$ cat src/hdl/dspu_pkg.sv
// Purpose: Constants and types shared by the serial debug port.
// Assumes: Byte-addressable 32-bit register port, 40 MHz system clock.
// Notes: One rule a line follows, each with its tag.
package dspu_pkg;
  localparam logic [31:0] TX_PORT_ADDR = 32'h1ffb8000;
  localparam logic [31:0] RX_PORT_ADDR = 32'h1ffb8004;
  localparam logic [31:0] CFG_ADDR = 32'h1ffb8008;
  localparam int CLK_HZ = 40000000;
  localparam int OVERSAMPLE = 16;
  localparam int BAUD_SLOW = 9600;
  localparam int BAUD_MID = 19200;
  localparam int BAUD_FAST = 38400;
  localparam int DIV_W = 16;
  // Truncating division makes every rate a little fast, never slow.
  localparam logic [15:0] DIV_SLOW = 16'(CLK_HZ / (OVERSAMPLE * BAUD_SLOW));
  localparam logic [15:0] DIV_MID = 16'(CLK_HZ / (OVERSAMPLE * BAUD_MID));
  localparam logic [15:0] DIV_FAST = 16'(CLK_HZ / (OVERSAMPLE * BAUD_FAST));
  localparam logic [1:0] BAUD_SEL_SLOW = 2'h0;
  localparam logic [1:0] BAUD_SEL_MID = 2'h1;
  localparam logic [1:0] BAUD_SEL_FAST = 2'h2;
  localparam int FIFO_DEPTH = 2;
  localparam int DATA_BITS = 8;
  localparam int FRAME_BITS = 10;
  localparam logic [3:0] MID_TICK = 4'h7;
  localparam logic [3:0] LAST_TICK = 4'hf;
  localparam int CFG_W = 6;
  localparam int CFG_TX_EN = 0;
  localparam int CFG_RX_EN = 1;
  localparam int CFG_WRAP = 2;
  localparam int CFG_IRQ_EN = 3;
  localparam int CFG_BAUD_LO = 4;
  localparam int CFG_BAUD_HI = 5;
  localparam int ST_IRQ = 15;
  localparam int ST_RX_VALID = 11;
  localparam int ST_RX_MORE = 10;
  localparam int ST_RX_OVF = 9;
  localparam int ST_FULL_FE = 8;
  localparam logic [CFG_W-1:0] CFG_RESET = 6'h00;
  localparam logic [31:0] REG_RESET = 32'h00000000;

  typedef enum logic [1:0] {
    RX_IDLE = 2'b00,
    RX_START = 2'b01,
    RX_DATA = 2'b10,
    RX_STOP = 2'b11
  } dspu_rx_state_type;

  typedef enum logic {
    TX_IDLE = 1'b0,
    TX_SEND = 1'b1
  } dspu_tx_state_type;
endpackage

$ cat src/hdl/dspu_uart.sv
// Purpose: Serial debug port with two-byte transmit and receive FIFOs.
// Assumes: One request per cycle on the register port, answered next cycle.
// Notes: Line pins are plain level signals; the receive pin is synchronised here.
`timescale 1ns/1ps
`default_nettype none
module dspu_uart #(
  parameter int DEPTH = dspu_pkg::FIFO_DEPTH
) (
  // Clock and reset.
  input wire logic sys_clk,
  input wire logic resetn,
  // Register port.
  input wire logic bus_req,
  input wire logic bus_we,
  input wire logic [3:0] bus_be,
  input wire logic [31:0] bus_addr,
  input wire logic [31:0] bus_wdata,
  output logic bus_ack_q,
  output logic [31:0] bus_rdata_q,
  // Interrupt requests.
  output logic tx_irq_q,
  output logic rx_irq_q,
  // Serial line.
  input wire logic rxd,
  output logic txd_q
);
  localparam int PW = (DEPTH > 1) ? $clog2(DEPTH) : 1;
  localparam int CW = $clog2(DEPTH + 1);
  localparam logic [CW-1:0] CNT_FULL = CW'(DEPTH);
  localparam logic [CW-1:0] CNT_ONE = CW'(1);
  function automatic logic [PW-1:0] next_ptr(input logic [PW-1:0] p);
    next_ptr = (p == PW'(DEPTH - 1)) ? '0 : p + PW'(1);
  endfunction
  function automatic logic [15:0] baud_div(input logic [1:0] sel);
    unique case (sel)
      dspu_pkg::BAUD_SEL_MID: baud_div = dspu_pkg::DIV_MID;
      dspu_pkg::BAUD_SEL_FAST: baud_div = dspu_pkg::DIV_FAST;
      default: baud_div = dspu_pkg::DIV_SLOW;
    endcase
  endfunction

  ////////////////////////////////////////////////////////////////////////////
  // Register decode and configuration.
  logic [dspu_pkg::CFG_W-1:0] cfg_q;
  logic tx_en, rx_en, wrap_en, irq_en;
  logic hit_tx, hit_rx, hit_cfg;
  logic tx_wr, tx_stat_rd, rx_data_rd, cfg_wr;
  assign tx_en = cfg_q[dspu_pkg::CFG_TX_EN];
  assign rx_en = cfg_q[dspu_pkg::CFG_RX_EN];
  assign wrap_en = cfg_q[dspu_pkg::CFG_WRAP];
  assign irq_en = cfg_q[dspu_pkg::CFG_IRQ_EN];
  assign hit_tx = bus_addr == dspu_pkg::TX_PORT_ADDR;
  assign hit_rx = bus_addr == dspu_pkg::RX_PORT_ADDR;
  assign hit_cfg = bus_addr == dspu_pkg::CFG_ADDR;
  assign tx_wr = bus_req && bus_we && bus_be[0] && hit_tx;
  assign tx_stat_rd = bus_req && !bus_we && bus_be[1] && hit_tx;
  assign rx_data_rd = bus_req && !bus_we && bus_be[0] && hit_rx;
  assign cfg_wr = bus_req && bus_we && bus_be[0] && hit_cfg;
  always_ff @(posedge sys_clk or negedge resetn) begin
    if (!resetn) begin
      cfg_q <= dspu_pkg::CFG_RESET;
    end else if (cfg_wr) begin
      cfg_q <= bus_wdata[dspu_pkg::CFG_W-1:0];
    end
  end

  ////////////////////////////////////////////////////////////////////////////
  // Oversampling tick from the system clock.
  logic [dspu_pkg::DIV_W-1:0] div_cnt_q;
  logic tick;
  assign tick = div_cnt_q == '0;
  always_ff @(posedge sys_clk or negedge resetn) begin
    if (!resetn) begin
      div_cnt_q <= '0;
    end else if (tick) begin
      div_cnt_q <= baud_div(cfg_q[dspu_pkg::CFG_BAUD_HI:dspu_pkg::CFG_BAUD_LO]) - 16'h0001;
    end else begin
      div_cnt_q <= div_cnt_q - 16'h0001;
    end
  end

  ////////////////////////////////////////////////////////////////////////////
  // Transmit FIFO.
  logic [7:0] tx_mem [DEPTH];
  logic [PW-1:0] tx_wp_q, tx_rp_q;
  logic [CW-1:0] tx_cnt_q;
  logic [7:0] tx_last_q;
  dspu_pkg::dspu_tx_state_type tx_state_q;
  logic tx_full, tx_accept, tx_direct, tx_push, tx_pop, tx_empty_evt;
  assign tx_full = tx_cnt_q == CNT_FULL;
  assign tx_accept = tx_wr && tx_en && !tx_full;
  assign tx_direct = tx_accept && tx_state_q == dspu_pkg::TX_IDLE && tx_cnt_q == '0;
  assign tx_push = tx_accept && !tx_direct;
  assign tx_pop = tx_en && tx_state_q == dspu_pkg::TX_IDLE && tx_cnt_q != '0;
  assign tx_empty_evt = tx_pop && tx_cnt_q == CNT_ONE && !tx_push;
  always_ff @(posedge sys_clk) begin
    if (tx_push) begin
      tx_mem[tx_wp_q] <= bus_wdata[7:0];
    end
  end
  always_ff @(posedge sys_clk or negedge resetn) begin
    if (!resetn) begin
      tx_wp_q <= '0;
      tx_rp_q <= '0;
      tx_cnt_q <= '0;
    end else if (!tx_en) begin
      tx_wp_q <= '0;
      tx_rp_q <= '0;
      tx_cnt_q <= '0;
    end else begin
      if (tx_push) begin
        tx_wp_q <= next_ptr(tx_wp_q);
      end
      if (tx_pop) begin
        tx_rp_q <= next_ptr(tx_rp_q);
      end
      if (tx_push && !tx_pop) begin
        tx_cnt_q <= tx_cnt_q + CNT_ONE;
      end else if (tx_pop && !tx_push) begin
        tx_cnt_q <= tx_cnt_q - CNT_ONE;
      end
    end
  end

  always_ff @(posedge sys_clk or negedge resetn) begin
    if (!resetn) begin
      tx_last_q <= '0;
    end else if (tx_accept) begin
      tx_last_q <= bus_wdata[7:0];
    end
  end
  always_ff @(posedge sys_clk or negedge resetn) begin
    if (!resetn) begin
      tx_irq_q <= 1'b0;
    end else if (tx_empty_evt && irq_en) begin
      tx_irq_q <= 1'b1;
    end else if (tx_stat_rd && tx_irq_q) begin
      tx_irq_q <= 1'b0;
    end
  end

  ////////////////////////////////////////////////////////////////////////////
  // Transmit shifter; an idle shifter holds all ones so the line rests high.
  logic [dspu_pkg::FRAME_BITS-1:0] tx_shift_q;
  logic [3:0] tx_tick_q, tx_bit_q;
  always_ff @(posedge sys_clk or negedge resetn) begin
    if (!resetn) begin
      tx_state_q <= dspu_pkg::TX_IDLE;
      tx_shift_q <= '1;
      tx_tick_q <= '0;
      tx_bit_q <= '0;
    end else if (!tx_en) begin
      tx_state_q <= dspu_pkg::TX_IDLE;
      tx_shift_q <= '1;
    end else begin
      unique case (tx_state_q)
        dspu_pkg::TX_IDLE: begin
          tx_tick_q <= '0;
          tx_bit_q <= '0;
          if (tx_direct || tx_pop) begin
            tx_state_q <= dspu_pkg::TX_SEND;
            tx_shift_q <= {1'b1, (tx_direct ? bus_wdata[7:0] : tx_mem[tx_rp_q]), 1'b0};
          end
        end
        dspu_pkg::TX_SEND: begin
          if (tick) begin
            tx_tick_q <= tx_tick_q + 4'h1;
            if (tx_tick_q == dspu_pkg::LAST_TICK) begin
              tx_shift_q <= {1'b1, tx_shift_q[dspu_pkg::FRAME_BITS-1:1]};
              tx_bit_q <= tx_bit_q + 4'h1;
              if (tx_bit_q == 4'(dspu_pkg::FRAME_BITS - 1)) begin
                tx_state_q <= dspu_pkg::TX_IDLE;
              end
            end
          end
        end
      endcase
    end
  end

  always_ff @(posedge sys_clk or negedge resetn) begin
    if (!resetn) begin
      txd_q <= 1'b1;
    end else begin
      txd_q <= (wrap_en || !tx_en) ? 1'b1 : tx_shift_q[0];
    end
  end

  ////////////////////////////////////////////////////////////////////////////
  // Receive line synchroniser and wrap selection.
  logic rx_meta_q, rx_sync_q, rx_prev_q, rx_line;
  always_ff @(posedge sys_clk or negedge resetn) begin
    if (!resetn) begin
      rx_meta_q <= 1'b1;
      rx_sync_q <= 1'b1;
    end else begin
      rx_meta_q <= rxd;
      rx_sync_q <= rx_meta_q;
    end
  end
  assign rx_line = wrap_en ? tx_shift_q[0] : rx_sync_q;
  always_ff @(posedge sys_clk or negedge resetn) begin
    if (!resetn) begin
      rx_prev_q <= 1'b1;
    end else begin
      rx_prev_q <= rx_line;
    end
  end

  ////////////////////////////////////////////////////////////////////////////
  // Receive shifter.
  dspu_pkg::dspu_rx_state_type rx_state_q;
  logic [3:0] rx_tick_q, rx_bit_q;
  logic [7:0] rx_shift_q;
  logic rx_done_q, rx_done_fe_q;
  always_ff @(posedge sys_clk or negedge resetn) begin
    if (!resetn) begin
      rx_state_q <= dspu_pkg::RX_IDLE;
      rx_tick_q <= '0;
      rx_bit_q <= '0;
      rx_shift_q <= '0;
      rx_done_q <= 1'b0;
      rx_done_fe_q <= 1'b0;
    end else if (!rx_en) begin
      rx_state_q <= dspu_pkg::RX_IDLE;
      rx_done_q <= 1'b0;
    end else begin
      rx_done_q <= 1'b0;
      unique case (rx_state_q)
        dspu_pkg::RX_IDLE: begin
          rx_tick_q <= '0;
          rx_bit_q <= '0;
          if (rx_prev_q && !rx_line) begin
            rx_state_q <= dspu_pkg::RX_START;
          end
        end
        dspu_pkg::RX_START: begin
          if (tick) begin
            rx_tick_q <= rx_tick_q + 4'h1;
            if (rx_tick_q == dspu_pkg::MID_TICK) begin
              rx_tick_q <= '0;
              rx_state_q <= rx_line ? dspu_pkg::RX_IDLE : dspu_pkg::RX_DATA;
            end
          end
        end
        dspu_pkg::RX_DATA: begin
          if (tick) begin
            rx_tick_q <= rx_tick_q + 4'h1;
            if (rx_tick_q == dspu_pkg::LAST_TICK) begin
              rx_shift_q <= {rx_line, rx_shift_q[7:1]};
              rx_bit_q <= rx_bit_q + 4'h1;
              if (rx_bit_q == 4'(dspu_pkg::DATA_BITS - 1)) begin
                rx_state_q <= dspu_pkg::RX_STOP;
              end
            end
          end
        end
        dspu_pkg::RX_STOP: begin
          if (tick) begin
            rx_tick_q <= rx_tick_q + 4'h1;
            if (rx_tick_q == dspu_pkg::LAST_TICK) begin
              rx_done_q <= 1'b1;
              rx_done_fe_q <= !rx_line;
              rx_state_q <= dspu_pkg::RX_IDLE;
            end
          end
        end
      endcase
    end
  end

  ////////////////////////////////////////////////////////////////////////////
  // Receive FIFO with presented byte at the head.
  logic [8:0] rx_mem [DEPTH];
  logic [PW-1:0] rx_wp_q, rx_rp_q;
  logic [CW-1:0] rx_cnt_q;
  logic rx_ovf_q, rx_push, rx_pop, rx_lost;
  assign rx_pop = rx_data_rd && rx_cnt_q != '0;
  assign rx_push = rx_done_q && (rx_cnt_q != CNT_FULL || rx_pop);
  assign rx_lost = rx_done_q && !rx_push;
  always_ff @(posedge sys_clk) begin
    if (rx_push) begin
      rx_mem[rx_wp_q] <= {rx_done_fe_q, rx_shift_q};
    end
  end
  always_ff @(posedge sys_clk or negedge resetn) begin
    if (!resetn) begin
      rx_wp_q <= '0;
      rx_rp_q <= '0;
      rx_cnt_q <= '0;
    end else if (!rx_en) begin
      rx_wp_q <= '0;
      rx_rp_q <= '0;
      rx_cnt_q <= '0;
    end else begin
      if (rx_push) begin
        rx_wp_q <= next_ptr(rx_wp_q);
      end
      if (rx_pop) begin
        rx_rp_q <= next_ptr(rx_rp_q);
      end
      if (rx_push && !rx_pop) begin
        rx_cnt_q <= rx_cnt_q + CNT_ONE;
      end else if (rx_pop && !rx_push) begin
        rx_cnt_q <= rx_cnt_q - CNT_ONE;
      end
    end
  end

  always_ff @(posedge sys_clk or negedge resetn) begin
    if (!resetn) begin
      rx_ovf_q <= 1'b0;
    end else if (!rx_en) begin
      rx_ovf_q <= 1'b0;
    end else if (rx_lost) begin
      rx_ovf_q <= 1'b1;
    end else if (rx_pop) begin
      rx_ovf_q <= 1'b0;
    end
  end
  always_ff @(posedge sys_clk or negedge resetn) begin
    if (!resetn) begin
      rx_irq_q <= 1'b0;
    end else if (rx_push && irq_en) begin
      rx_irq_q <= 1'b1;
    end else if (rx_cnt_q == '0) begin
      rx_irq_q <= 1'b0;
    end
  end

  ////////////////////////////////////////////////////////////////////////////
  // Read data and acknowledge.
  logic [31:0] rd_d;
  logic [8:0] rx_head;
  assign rx_head = rx_mem[rx_rp_q];
  always_comb begin
    rd_d = dspu_pkg::REG_RESET;
    if (hit_tx) begin
      rd_d[7:0] = tx_last_q;
      rd_d[dspu_pkg::ST_FULL_FE] = tx_full;
      rd_d[dspu_pkg::ST_IRQ] = tx_irq_q;
    end else if (hit_rx) begin
      if (rx_cnt_q != '0) begin
        rd_d[7:0] = rx_head[7:0];
        rd_d[dspu_pkg::ST_FULL_FE] = rx_head[8];
      end
      rd_d[dspu_pkg::ST_RX_OVF] = rx_ovf_q;
      rd_d[dspu_pkg::ST_RX_MORE] = rx_cnt_q > CNT_ONE;
      rd_d[dspu_pkg::ST_RX_VALID] = rx_cnt_q != '0;
      rd_d[dspu_pkg::ST_IRQ] = rx_irq_q;
    end else if (hit_cfg) begin
      rd_d[dspu_pkg::CFG_W-1:0] = cfg_q;
    end
  end

  always_ff @(posedge sys_clk or negedge resetn) begin
    if (!resetn) begin
      bus_ack_q <= 1'b0;
      bus_rdata_q <= dspu_pkg::REG_RESET;
    end else begin
      bus_ack_q <= bus_req;
      if (bus_req && !bus_we) begin
        bus_rdata_q <= rd_d;
      end
    end
  end
endmodule
`default_nettype wire

$ cat config.mk
export PLATFORM = sky130hd
export DESIGN_NAME = dspu_uart
export DESIGN_NICKNAME = d
export VERILOG_FILES = /design/src/hdl/dspu_pkg.sv /design/src/hdl/dspu_uart.sv
export SDC_FILE = /design/constraint.sdc
export NUM_CORES = 1
export LEC_CHECK = 0
export BUFFER_PORTS_ARGS = -buffer_cell sky130_fd_sc_hd__buf_2
export CAP_MARGIN = 5
export CORE_MARGIN = 1.5
export CORE_UTILIZATION = 48
export CTS_CLUSTER_DIAMETER = 100
export DETAILED_ROUTE_END_ITERATION = 6
export PLACE_DENSITY = 0.69
export REMOVE_ABC_BUFFERS = 1
export SYNTH_ARGS = -nofsm -noshare
export SYNTH_HDL_FRONTEND = slang
export SYNTH_SLANG_ARGS = --single-unit
$ cat constraint.sdc
create_clock -name sys_clk -period 4.2 [get_ports sys_clk]
set_input_delay 0.42 -clock sys_clk [delete_from_list [all_inputs] [get_ports sys_clk]]
set_output_delay 0.42 -clock sys_clk [all_outputs]
set_load 0.03 [all_outputs]
Word level (Yosys, flattened, before mapping)
Memory sizes are Yosys's and may differ from the RTL's.
Cells that the tools add are included.
Widths: inputs -> output; s select.

storage, ports and cells
  register bits = 98
  bits in writable memories = 34
  input bits = 73
  output and inout port bits = 36
  word-level logic and storage cells = 226
  memories = 2

memory list
  memory  depth  bits a word  read ports  clocked after memory_dff  write ports  RTL line          source
  rx_mem  2      9            1           0                         1            dspu_uart.sv:274  logic [8:0] rx_mem [DEPTH];
  tx_mem  2      8            1           0                         1            dspu_uart.sv:84   logic [7:0] tx_mem [DEPTH];

cells by class
  $add $sub $neg = 14
  $lt $le $gt $ge = 1
  equality and inequality tests = 40
  muxes and demuxes = 81
  bitwise gates (word level) = 1
  reductions and logical operators = 59

operators with widths
  operator               count
  $eq 32x29->1 const B   3
  $mux 10                4
  $mux 1                 36
  $mux 16                2
  $mux 2                 16
  $mux 4                 8
  $sub 16x1->16 const B  2
  $logic_and 1x1->1      29
  $ne 3x3->1 const B     9
  $pmux 4 s2             3
  $pmux 10 s2            1
  $mux 6                 3
  $mux 9                 2
  $pmux 9 s2             1
  $add 4x1->4 const B    4
  $logic_not 16->1       1
  $eq 4x4->1 const B     3
  $ne 2x1->1 const B     6
  $pmux 4 s3             1
  $reduce_and 4->1       3
  $ne 2x2->1 const B     5
  $reduce_bool 2->1      5
  $logic_not 1->1        9
  $ne 3x1->1 const B     3
  19 further kinds       37

Longest topological paths before layout
  word-level depth = 14
  mapped depth = 12
  gate-level depth less buffers = 10

Worst setup path before layout
OpenSTA, ideal clock, no wires.

  kind = reg-to-reg
  start = register div_cnt_q[5] (netlist bit)
  end = register div_cnt_q[10] (netlist bit)
  library setup time = 0.147 ns
  data arrival time = 3.034 ns
  data required time = 4.053 ns
  slack = 1.019 ns
  cell stages (with the launch flop) = 13
  buffers on the path = 2
  period minus slack after synthesis = 3.181 ns
  cell sequence = dfrtp_1 > or4_4 > or4_4 > buf_6 > nor2_1 > clkbuf_1 > a21oi_1 > ha_1 > or3b_2 > nor3_1 > o311ai_1 > a2111oi_0 > xor2_1

between the ends
  word-level cells in the longest chain between the ends = 2
  elaborated cells on any way between the ends = 3
  classes of those cells = add/sub (1); mux (1); reduce/logical (1)

RTL lines
  what                                               RTL line                          source
  start, declared                                    dspu_uart.sv:69                   logic [dspu_pkg::DIV_W-1:0] div_cnt_q;
  start signal, assigned                             dspu_uart.sv:76                   div_cnt_q <= baud_div(cfg_q[dspu_pkg::CFG_BAUD_HI:dspu_pkg::CFG_BAUD_LO]) - 16'h0001;
  start signal, assigned                             dspu_uart.sv:78                   div_cnt_q <= div_cnt_q - 16'h0001;
  $sub 16x1->16 or $logic_not 16->1 (tied branches)  dspu_uart.sv:78, dspu_uart.sv:71
  $mux 16 (*)                                        dspu_uart.sv:75                   end else if (tick) begin

Every way passes the cells marked *; elsewhere a longest branch is shown, timed or not.
A chain may end at the register's enable or synchronous reset.

Worst setup path after layout
  start = register div_cnt_q[8] (netlist bit)
  end = register div_cnt_q[10] (netlist bit)

The elaborated chain is that of the path after synthesis.

==> qor.csv <==
stage,metric,value,unit
synth,Seq cells post-synth,131,
global_route,first-pass GRT wire length,22900,um
floorplan,I/O Pins,109,
detailed_routing,Routed WL,13600,um
clocking,CTS Hold Bufs,0,
detailed_routing,DR top layer,met4,
clocking,clock tree buffer depth,2,
finish,multi-input logic area,0.00268,sq mm
finish,NumNets Final,710,
min_path,worst hold path type,in2async,
finish,Finished Core Util,56.4,%
timing,max-slew violations,0,
placement,Port Buffer Count,63,
detailed_routing,wl on met1,5990,um
synth,Post-synth top flop,dfrtp_1,
synth,"Async S/R FF share, synth",74.0,%
global_route,GRT Overall Usage,20.7,%
critical_path,R2R Path End,div_cnt_q[10],
critical_path,critical path class,reg2reg,
job,Maximum Capacitance Violations,0,
global_route,vias in the first global route,4666,
clocking,clock-pin slew on the worst setup and hold paths,0.06,ns
synth,mapped cell area,0.00641,sq mm
synth,"Seq/Total Area, Yosys",54.1,%
timing,Worst slew margin,30.4,%
critical_path,Worst Setup EP,div_cnt_q[10],
critical_path,"critical path fanouts, max",7,
timing,Setup-failing EPs final,0,
synth,Syn Inst Count,561,
critical_path,r2r setup slk,1.0,ns
clocking,H-Tree Depth,4,
clocking,post-CTS setup buffers,0,
detailed_routing,met3 WL,548,um
finish,filler cell count,1138,
floorplan,die area,0.0141,sq mm
detailed_routing,met2 WL,6810,um
timing,RSZ-0062 raised after global routing,false,
detailed_routing,routed vias,4589,
global_route,initial antenna violation count,0,
placement,GP Congestion,0.837,
power_and_ir_drop,clock power share,50.7,%
clocking,CTS tree,built,
critical_path,depth of the most critical reg-to-reg path,10,
critical_path,Worst Path Arrival,3.48,ns
floorplan,starting density of the core,48.8,%
detailed_routing,drc violations,0,
critical_path,CP endpoint kind,flop,
clocking,clk_lat worst skew,0.42,ns
power_and_ir_drop,Combinational Power Share,3.0,%
global_route,largest net degree at the start of global routing,58,
timing,Fin Hold WS,0.0384,ns
detailed_routing,via/cell ratio,5.65,
finish,synthesis-to-finish area growth,15.5,%
timing,Final Skew,0.00840,ns
synth,synth unique cells,69,
power_and_ir_drop,Max VDD drop,0.527,mV
timing,Final Hold Fails,0,
timing,setup_tns,0,ns
timing,worst slew pin tran,1.04,ns
timing,worst setup margin,0.998,ns
timing,Max Freq,312,MHz
detailed_routing,Detailed Route Iter0 Violations,259,
synth,Mean Syn Cell Area,11.4,sq um
placement,Placed Area,0.00682,sq mm
critical_path,kind of start point of the critical path,flop,
power_and_ir_drop,Seq pwr share,46.3,%
power_and_ir_drop,static leakage,3.18,nW
finish,register area,0.00346,sq mm
synth,number of synthesized flops with an enable pin,34,
clocking,clock root cell,clkbuf_16,
power_and_ir_drop,power density cells,382,mW/mm^2
clocking,clk sinks,131,
synth,Yosys warnings,0,
critical_path,launch point of the worst reg-to-reg path,div_cnt_q[8],
detailed_routing,drt pass-1 iters,5,
timing,fin crit period,3.20,ns
detailed_routing,post-route ant nets,0,
clocking,# resized after CTS,0,
finish,Finished Cell Area,0.00740,sq mm
run_status,status,"finished, final reports clean",
floorplan,Core Region,0.0131,sq mm
floorplan,Rows,42,
placement,Setup WS pre-CTS,0.845,ns
floorplan,Die Y,119,um
finish,n_diodes,0,
timing,Final period util,76.2,%
global_route,GRT overflow,0,
critical_path,CP required,4.48,ns
critical_path,Worst setup startpoint,div_cnt_q[8],
power_and_ir_drop,cell-internal power,2.18,mW
placement,post-DP HPWL,9660,um
detailed_routing,Avg WL per Cell,16.7,um
finish,share of cells above drive strength 1,24.1,%
power_and_ir_drop,switch share,23.0,%
floorplan,Die W,119,um
clocking,TritonCTS buffer count,17,
power_and_ir_drop,NetSw,0.651,mW
[critical path, cell delays in order (launching register included)]
cell,delay [ns]
dfrtp_1,0.41
or4_1,0.20
or4_4,0.20
nor2_1,0.08
a21oi_1,0.21
ha_1,0.21
or3b_2,0.47
nor3_1,0.27
o311ai_1,0.28
a2111oi_0,0.59
xor2_1,0.13
[metal layers]
metal | global-route usage, % | up-vias
met3 | 5.26 | 22
met4 | 8.43 | 0
met1 | 26.5 | 2260
met5 | 0 | -
li1 | - | 2189
met2 | 33.6 | 118
[state kept, by name, summed over array words and instances (netlist names), 6 cells and up]
name / flops
rx_mem: 18
tx_last_q: 8
bus_rdata_q: 13
rx_shift_q: 8
div_cnt_q: 16
tx_shift_q: 9
cfg_q: 6
tx_mem: 16
[placed cells by master (no fill, tap or decap), drive strengths merged, types with 18 or more instances in the layout]
cell type	synthesis	routed
mux2	30	30
nor2	29	29
dfrtp	84	84
nand2	41	41
buf	22	70
conb	1	19
edfxtp	34	34
mux2i	27	27
clkbuf	23	18
nor3	21	21
inv	24	32
o211ai	18	18
[per-stage QoR]
step,cells,power (mW)
floorplan,534,1.37
global placement,780,1.42
detailed placement,780,1.42
CTS,812,2.85
global route,812,2.92
finish,812,2.83
[worst min path at each step]
stage,to
2_1_floorplan,bus_ack_q
3_3_place_gp,rx_sync_q
3_5_place_dp,rx_sync_q
4_1_cts,tx_cnt_q[1]
5_1_grt,rx_meta_q
6_report,tx_cnt_q[1]
[power by group through the flow]
stage / sequential [mW] / clock [mW] / combinational, mW
finish: 1.31 / 1.43 / 0.0854
global route: 1.31 / 1.52 / 0.0943
CTS: 1.31 / 1.45 / 0.0863
detailed placement: 1.33 / 0 / 0.0859
global placement: 1.33 / 0 / 0.0843
floorplan: 1.33 / 0 / 0.0321
[final cells by class]
cell class / count / share of cell area, %
multi-input combinational: 379 / 36.2
inverter: 24 / 1.22
clock buffer: 18 / 5.93
tap: 176 / 2.97
sequential: 131 / 46.8
clock inverter: 14 / 1.89
timing repair buffer: 70 / 5.00
[cell families (layout without fill, tap and decap cells)]
logic type | count (synthesis) | after routing | share of synthesized area (%)
AO/OA/AOI/OAI | 107 | 107 | 12.1
XOR/XNOR | 12 | 12 | 1.64
adder cells (fa/ha/maj) | 14 | 14 | 2.73
buffers and inverters | 69 | 126 | 5.29
flip-flops | 131 | 131 | 54.1
multiplexers | 57 | 57 | 9.49
other | 1 | 19 | 0.0585
AND/OR/NAND/NOR | 170 | 170 | 14.7
[Yosys cell counts (6+ instances only)]
| cell | instances | share of area (%) |
|---|---|---|
| buf_4 | 19 | 2.2 |
| o211ai_1 | 18 | 2.1 |
| nand2_1 | 41 | 2.4 |
| clkbuf_1 | 23 | 1.3 |
| edfxtp_1 | 34 | 16 |
| a21oi_1 | 14 | 1.1 |
| or3_1 | 12 | 1.2 |
| o21ai_0 | 13 | 1.0 |
| dfstp_2 | 13 | 5.3 |
| nor4_1 | 8 | 0.78 |
| a31oi_1 | 6 | 0.59 |
| dfrtp_1 | 84 | 33 |
| nand4_1 | 9 | 0.88 |
| nor3_1 | 21 | 1.6 |
| ha_1 | 14 | 2.7 |
| inv_1 | 24 | 1.4 |
| mux2i_1 | 27 | 4.2 |
| mux2_2 | 29 | 5.1 |
| nor2_1 | 29 | 1.7 |
| nand3_1 | 12 | 0.94 |
| xor2_1 | 10 | 1.4 |
| o41ai_1 | 11 | 1.5 |
Note: power is estimated with default switching activity, not from simulation.
